`config.mk`:
```
export PLATFORM = sky130hd
export DESIGN_NAME = hmseq_top
export DESIGN_NICKNAME = d
export VERILOG_FILES = /design/src/hw/hmseq_pkg.sv /design/src/hw/hmseq_edge.sv /design/src/hw/hmseq_top.sv
export SDC_FILE = /design/constraint.sdc
export NUM_CORES = 1
export LEC_CHECK = 0
export ABC_AREA = 1
export BUFFER_PORTS_ARGS = -buffer_cell sky130_fd_sc_hd__buf_2
export CORE_MARGIN = 3
export CORE_UTILIZATION = 47
export DETAILED_ROUTE_END_ITERATION = 10
export PLACE_DENSITY = 0.72
export SYNTH_ARGS = -nofsm -noshare
export SYNTH_HDL_FRONTEND = slang
export SYNTH_SLANG_ARGS = --single-unit
```
`constraint.sdc`:
```
create_clock -name ref_clk_i -period 3.9 [get_ports ref_clk_i]
set_input_delay 0.78 -clock ref_clk_i [delete_from_list [all_inputs] [get_ports ref_clk_i]]
set_output_delay 0.78 -clock ref_clk_i [all_outputs]
set_load 0.02 [all_outputs]
```
`src/hw/hmseq_pkg.sv`:
```
/*
 homing sequencer package: method codes, speed/position widths, motion
 command struct and state encoding.
 assumes a single control clock domain.
*/
package hmseq_pkg;

	localparam int unsigned SPD_W = 16;
	localparam int unsigned POS_W = 32;

	// method selection, two's complement byte
	localparam logic [7:0] METH_IDX_LEFT_NEG = 8'h0E;
	localparam logic [7:0] METH_IDX_NEG      = 8'h21;
	localparam logic [7:0] METH_IDX_POS      = 8'h22;
	localparam logic [7:0] METH_CUR_FB       = 8'h23;
	localparam logic [7:0] METH_CUR_POS      = 8'h25;
	localparam logic [7:0] METH_SET_INDEX    = 8'hFD;
	localparam logic [7:0] METH_GOTO_STORED  = 8'hFA;

	localparam logic [POS_W-1:0] INDEX_REF_RST = 32'h0000_0000;
	localparam logic [SPD_W-1:0] SPEED_RST     = 16'h0000;

	typedef struct packed {
		logic             run;
		logic             dir_neg;
		logic [SPD_W-1:0] speed;
	} hmseq_motion_t;

	typedef struct packed {
		logic [7:0]       method;
		logic [SPD_W-1:0] approach_speed;
		logic [SPD_W-1:0] index_speed;
	} hmseq_cfg_t;

	typedef enum logic [6:0] {
		ST_IDLE     = 7'b0000001,
		ST_SW_FALL  = 7'b0000010,
		ST_TO_LIMIT = 7'b0000100,
		ST_SW_RISE  = 7'b0001000,
		ST_INDEX    = 7'b0010000,
		ST_GOTO     = 7'b0100000,
		ST_DONE     = 7'b1000000
	} hmseq_state_t;

endpackage

```
`src/hw/hmseq_edge.sv`:
```
/*
 hmseq_edge: rising and falling edge detector for one synchronous input.
 assumes the input is already synchronous to ref_clk_i.
*/
`timescale 1ns/100ps
`default_nettype none
module hmseq_edge (
	input  wire logic ref_clk_i,
	input  wire logic nrst_i,
	input  wire logic sig_i,
	output logic      rise_o,
	output logic      fall_o
);
	logic sig_q;

	always_ff @(posedge ref_clk_i or negedge nrst_i) begin
		if (!nrst_i) begin
			sig_q <= 1'b0;
		end else begin
			sig_q <= sig_i;
		end
	end

	assign rise_o = sig_i & ~sig_q;
	assign fall_o = ~sig_i & sig_q;
endmodule
`default_nettype wire

```
`src/hw/hmseq_top.sv`:
```
/*
 hmseq_top: homing method sequencer. drives a motion command (run,
 direction, speed) and a target position request from the selected
 method, watching home switch, negative limit and index pulse.
 assumes all inputs synchronous to ref_clk_i; the motion loop outside
 follows motion_o and reports target arrival on at_target_i.
*/
`timescale 1ns/100ps
`default_nettype none
module hmseq_top
	import hmseq_pkg::*;
(
	input  wire logic             ref_clk_i,
	input  wire logic             nrst_i,
	input  wire logic             homing_start_input_i,
	input  wire hmseq_cfg_t       cfg_i,
	input  wire logic             encoder_usage_abs_i,
	input  wire logic             home_switch_i,
	input  wire logic             negative_overtravel_limit_i,
	input  wire logic             index_pulse_i,
	input  wire logic [POS_W-1:0] position_i,
	input  wire logic             at_target_i,
	output hmseq_motion_t         motion_o,
	output logic                  goto_valid_o,
	output logic [POS_W-1:0]      goto_pos_o,
	output logic                  home_set_o,
	output logic [POS_W-1:0]      home_pos_o,
	output logic                  homing_done_o,
	output logic                  homing_fail_o,
	output logic                  busy_o
);
	hmseq_state_t     state_q;
	hmseq_state_t     state_d;
	hmseq_cfg_t       cfg_q;
	logic [POS_W-1:0] index_ref_q;
	logic             index_ref_vld_q;
	logic             start_q;
	logic             start_p;
	logic             sw_rise;
	logic             sw_fall;
	logic             idx_rise;
	logic             ref_hit;
	logic             idx_hit;
	logic             is_abs;
	logic             cfg_bad;
	logic             is_sw_meth;
	logic             is_idx_meth;
	logic             is_cur_meth;

	hmseq_edge u_sw_edge (
		.ref_clk_i (ref_clk_i),
		.nrst_i    (nrst_i),
		.sig_i     (home_switch_i),
		.rise_o    (sw_rise),
		.fall_o    (sw_fall)
	);

	hmseq_edge u_idx_edge (
		.ref_clk_i (ref_clk_i),
		.nrst_i    (nrst_i),
		.sig_i     (index_pulse_i),
		.rise_o    (idx_rise),
		.fall_o    ()
	);

	// start edge detect
	always_ff @(posedge ref_clk_i or negedge nrst_i) begin
		if (!nrst_i) begin
			start_q <= 1'b0;
		end else begin
			start_q <= homing_start_input_i;
		end
	end
	assign start_p = homing_start_input_i & ~start_q;

	// configuration captured at start, frozen while busy
	always_ff @(posedge ref_clk_i or negedge nrst_i) begin
		if (!nrst_i) begin
			cfg_q <= '{method: 8'h00, approach_speed: SPEED_RST,
			           index_speed: SPEED_RST};
		end else if (start_p && !busy_o) begin
			cfg_q <= cfg_i;
		end
	end

	assign is_abs      = (cfg_q.method == METH_SET_INDEX) ||
	                     (cfg_q.method == METH_GOTO_STORED);
	assign cfg_bad     = is_abs && !encoder_usage_abs_i;
	assign is_sw_meth  = cfg_q.method == METH_IDX_LEFT_NEG;
	assign is_idx_meth = (cfg_q.method == METH_IDX_NEG) ||
	                     (cfg_q.method == METH_IDX_POS);
	assign is_cur_meth = (cfg_q.method == METH_CUR_FB) ||
	                     (cfg_q.method == METH_CUR_POS);

	// stored reference replaces the index pulse once valid
	assign ref_hit = index_ref_vld_q && (position_i == index_ref_q);
	assign idx_hit = index_ref_vld_q ? ref_hit : idx_rise;

	// selection of the next step
	always_comb begin
		state_d = state_q;
		case (state_q)
			ST_IDLE: begin
				state_d = ST_IDLE;
			end
			ST_SW_FALL: begin
				if (sw_fall) begin
					state_d = ST_INDEX;
				end
			end
			ST_TO_LIMIT: begin
				if (negative_overtravel_limit_i) begin
					state_d = ST_SW_RISE;
				end
			end
			ST_SW_RISE: begin
				if (sw_rise) begin
					state_d = ST_INDEX;
				end
			end
			ST_INDEX: begin
				if (idx_hit) begin
					state_d = ST_DONE;
				end
			end
			ST_GOTO: begin
				if (at_target_i) begin
					state_d = ST_DONE;
				end
			end
			ST_DONE: begin
				state_d = ST_DONE;
			end
			default: begin
				state_d = ST_IDLE;
			end
		endcase
	end

	// sequencer state register
	always_ff @(posedge ref_clk_i or negedge nrst_i) begin
		if (!nrst_i) begin
			state_q <= ST_IDLE;
		end else if (start_p && state_q != ST_IDLE &&
		             state_q != ST_DONE) begin
			state_q <= state_q;
		end else if (start_p) begin
			// decode happens from cfg_i directly on the start cycle
			case (cfg_i.method)
				METH_IDX_LEFT_NEG: begin
					if (home_switch_i) begin
						state_q <= ST_SW_FALL;
					end else begin
						state_q <= ST_TO_LIMIT;
					end
				end
				METH_IDX_NEG, METH_IDX_POS: begin
					state_q <= ST_INDEX;
				end
				METH_CUR_FB, METH_CUR_POS, METH_SET_INDEX: begin
					state_q <= ST_DONE;
				end
				METH_GOTO_STORED: begin
					state_q <= ST_GOTO;
				end
				default: begin
					state_q <= ST_IDLE;
				end
			endcase
		end else if (state_q != ST_IDLE && cfg_bad) begin
			state_q <= ST_IDLE;
		end else begin
			state_q <= state_d;
		end
	end

	// failure flag: raised on bad encoder setting outside idle, not on unknown method
	always_ff @(posedge ref_clk_i or negedge nrst_i) begin
		if (!nrst_i) begin
			homing_fail_o <= 1'b0;
		end else if (start_p && !busy_o) begin
			homing_fail_o <= 1'b0;
		end else if (state_q != ST_IDLE && cfg_bad) begin
			homing_fail_o <= 1'b1;
		end
	end

	// stored index reference
	always_ff @(posedge ref_clk_i or negedge nrst_i) begin
		if (!nrst_i) begin
			index_ref_q     <= INDEX_REF_RST;
			index_ref_vld_q <= 1'b0;
		end else if (state_q == ST_DONE && !homing_done_o &&
		             cfg_q.method == METH_SET_INDEX && !cfg_bad) begin
			index_ref_q     <= position_i;
			index_ref_vld_q <= 1'b1;
		end
	end

	// home capture and done flag
	always_ff @(posedge ref_clk_i or negedge nrst_i) begin
		if (!nrst_i) begin
			homing_done_o <= 1'b0;
			home_set_o    <= 1'b0;
			home_pos_o    <= '0;
		end else begin
			home_set_o <= 1'b0;
			if (start_p) begin
				homing_done_o <= 1'b0;
			end else if (state_q == ST_DONE && !homing_done_o &&
			             !cfg_bad) begin
				homing_done_o <= 1'b1;
				home_set_o    <= cfg_q.method != METH_SET_INDEX;
				home_pos_o    <= position_i;
			end
		end
	end

	// motion command
	always_ff @(posedge ref_clk_i or negedge nrst_i) begin
		if (!nrst_i) begin
			motion_o     <= '{run: 1'b0, dir_neg: 1'b0, speed: SPEED_RST};
			goto_valid_o <= 1'b0;
			goto_pos_o   <= '0;
		end else begin
			motion_o     <= '{run: 1'b0, dir_neg: 1'b0, speed: SPEED_RST};
			goto_valid_o <= 1'b0;
			case (state_d)
				ST_SW_FALL, ST_TO_LIMIT: begin
					motion_o <= '{run: 1'b1, dir_neg: 1'b1,
					              speed: cfg_q.approach_speed};
				end
				ST_SW_RISE: begin
					motion_o <= '{run: 1'b1, dir_neg: 1'b0,
					              speed: cfg_q.approach_speed};
				end
				ST_INDEX: begin
					motion_o <= '{run: 1'b1,
					              dir_neg: cfg_q.method != METH_IDX_POS,
					              speed: cfg_q.index_speed};
				end
				ST_GOTO: begin
					goto_valid_o <= 1'b1;
					goto_pos_o   <= index_ref_q;
					motion_o     <= '{run: 1'b1, dir_neg: 1'b0,
					                  speed: cfg_q.approach_speed};
				end
				default: begin
					motion_o <= '{run: 1'b0, dir_neg: 1'b0,
					              speed: SPEED_RST};
				end
			endcase
		end
	end

	assign busy_o = (state_q != ST_IDLE) && (state_q != ST_DONE);
endmodule
`default_nettype wire

```
==> flow_summary.yaml <==
timing:
  hold_ws_ps: 386
  period_share: 0.661
  worstMarginPinSlew_ps: 816
  clock_skew_ps: 7.25
  finalSetupViolations: 0
  maxSlewViolCount: 0
  setup_tns_ps: 0
  period_needed_ps: 2580
  rsz0062_at_grt: "no"
  relSlewSlack: 0.455
  clock.fmax_mhz: 388
  finalHoldViolations: 0
power:
  power_density_nw_per_um2: 446
  leakage_nw: 4.85
  combPwrFrac: 0.078
  p_seq_frac: 0.486
  cell_internal_pwr_mw: 3.00
  power.share.clock: 0.435
  switchingPower_mw: 0.947
  peakVddDrop_mv: 0.319
  netSwitchingFraction: 0.240
clock_tree:
  clock_latency_ps: 420
  ctsLongestPathBuffers: 2
  cts.clk_slew.worst_paths_ps: 60
  numCtsBuffers: 17
  postCtsSetupBuffers: 0
  ctsHoldBuffers: 0
  cts_resized: 0
  cts_tree: "yes"
  cts.sinks: 169
  htreeDepth: 4
  cts_root_buf: "clkbuf_16"
global_routing:
  grt_start_max_net_pins: 82
  grt_pass1_wl_mm: 27.4
  overflow: 0
  grt_pass1_vias: 5547
  antenna_found_initial: 2
  grt_usage: 0.206
floorplan:
  start_util: 0.490
  die_area_sq_um: 17000
  io_pins: 167
  fp.dieW_um: 131
  die_h_um: 131
  core_area_sq_um: 14900
  rows: 44
synthesis:
  synthTopCellsByArea: "dfrtp_1 58%, nand2_1 18%, inv_1 4.9%, o21a_1 3.1%, o21ai_1 3.1%"
  synth.most_common_cell: "nand2_1"
  synth-async-reset-ratio: 1.00
  ys_seq_area_frac: 0.581
  ys_seq_elements: 169
  ys_warn_count: 0
  synthesis.area_sq_um: 7290
  ys.flop_type: "dfrtp_1"
  synth.distinct_cells: 37
  syn_inst: 850
  syn-num-nets: 930
  synth-edff-count: 0
  synth_common_cells: "346 x nand2_1, 168 x dfrtp_1, 95 x inv_1"
  yosys.area.top_type: "dfrtp_1"
  postSynthAreaPerCell_sq_um: 8.57
  synth_top_area_frac: 0.577
placed_design:
  numPortBuffers: 166
  gp_congestion: 0.889
  dp_hpwl_mm: 12.2
worst_setup_path:
  critPathKind: "flop to output port"
  worstPathArrival_ps: 1800
  ff2ff_setup_slack_ps: 1390
  reg2regPathDepth: 9
  cp.required_ps: 3120
  cp-startpoint: "state_q[0]"
  r2r_end: "index_ref_q[16]"
  path_max_fanout: 4
  reg2reg_from: "state_q[2]"
  cp-endpoint: "busy_o"
  crit_path_end_kind: "output port"
  worst_setup_path_start_kind: "flop"
route:
  num_vias: 5934
  detail_route.vias_per_cell: 4.90
  drt.antenna.violating_nets: 0
  dr.pass1.iters: 5
  drcViolationCount: 0
  route.final.wire_length_mm: 17.0
  avgRoutedWirePerCell_um: 14.1
  drt-initial-drc-count: 446
final_layout:
  drive_gt1_frac: 0.218
  area_growth_syn_to_layout_pct: 21.6
  fill_cells: 1343
  nNetsFinal: 1092
flow_run:
  maxCapViolCount: 0
worst_hold_path:
  hold_class: "primary input to asynchronous set/reset pin"
outcome:
  outcome: "complete, no violations"
cells by family after synthesis:
| family | after synthesis | synth area share |
|---|---|---|
| buf+inv | 128 | 0.0754 |
| xor+xnor | 4 | 0.00481 |
| compound gates | 116 | 0.0922 |
| flops | 169 | 0.581 |
| simple gates | 430 | 0.242 |
| mux | 3 | 0.00464 |
power groups by stage:
stage	registers [mW]	logic (mW)	clock network (mW)
floorplan	1.96	0.150	0
CTS	1.92	0.315	1.75
global route	1.93	0.358	1.83
finish	1.92	0.309	1.72
global placement	1.95	0.307	0
detailed placement	1.95	0.312	0
per-stage QoR:
step / cells / utilization / instance area [sq um] / power [mW] / worst slack [ps]
after CTS: 1209 / 0.596 / 8850 / 3.99 / 1300
after floorplan: 850 / - / 7290 / 2.11 / 1950
after detailed placement: 1177 / 0.554 / 8240 / 2.26 / 1420
after global placement: 1177 / 0.554 / 8240 / 2.25 / 1420
after global routing: 1210 / 0.596 / 8860 / 4.12 / 1100
final: 1210 / 0.596 / 8860 / 3.95 / 1320
worst min-delay path by stage:
| stage | from | endpoint | slack (ps) | cells after the start |
|---|---|---|---|---|
| global placement | cfg_q[13] | motion_o[13] | 450 | 2 |
| floorplan | index_ref_vld_q | index_ref_vld_q | 430 | 2 |
| CTS | nrst_i | goto_pos_o[6] | 420 | 1 |
| finish | nrst_i | goto_pos_o[6] | 390 | 1 |
| detailed placement | cfg_q[13] | motion_o[13] | 450 | 2 |
| global route | nrst_i | goto_pos_o[6] | 430 | 1 |
cell usage in the layout (no fill, tap or decap), types with 3 or more instances in the layout:
| cell type | instances |
|---|---|
| a21oi_1 | 7 |
| buf_2 | 165 |
| buf_4 | 6 |
| bufinv_16 | 3 |
| clkbuf_16 | 17 |
| clkinv_4 | 3 |
| clkinvlp_4 | 4 |
| dfrtp_1 | 168 |
| inv_1 | 95 |
| inv_2 | 3 |
| nand2_1 | 346 |
| nand2_2 | 3 |
| nand3_1 | 12 |
| nand4_1 | 17 |
| nor2_1 | 32 |
| nor2_2 | 4 |
| nor3_1 | 5 |
| o21a_1 | 30 |
| o21ai_0 | 28 |
| o21ai_1 | 45 |
critical path, stage by stage (launching register included):
cell	delay (ps)
dfstp_2	570
nor2_2	70
nand2_2	120
nor2_1	50
nand3_1	110
inv_2	80
nor2_2	170
buf_2	210
flip-flops by register name, summed over array words and instances (netlist names):
signal / cells
homing_fail_o: 1
home_set_o: 1
state_q: 7
index_ref_q: 32
home_pos_o: 32
index_ref_vld_q: 1
homing_done_o: 1
motion_o: 18
u_idx_edge.sig_q: 1
goto_valid_o: 1
goto_pos_o: 32
u_sw_edge.sig_q: 1
start_q: 1
cfg_q: 40
routing by layer:
layer | wire, um | vias up | global-route usage
li1 | - | 2983 | -
met1 | 7640 | 2730 | 0.289
met2 | 7940 | 202 | 0.319
met3 | 1210 | 17 | 0.0528
met4 | 231 | 2 | 0.0593
met5 | 7 | - | 0
final cells by class:
type	instances	area, sq um	area share
antenna	1	2.50	0.000283
sequential	169	4230	0.478
clock buffer	19	443	0.0500
clock inverter	13	169	0.0191
timing repair buffer	173	902	0.102
tap	184	230	0.0260
inverter	98	368	0.0415
multi-input combinational	553	2510	0.284
Note: power is estimated with default switching activity, not from simulation.
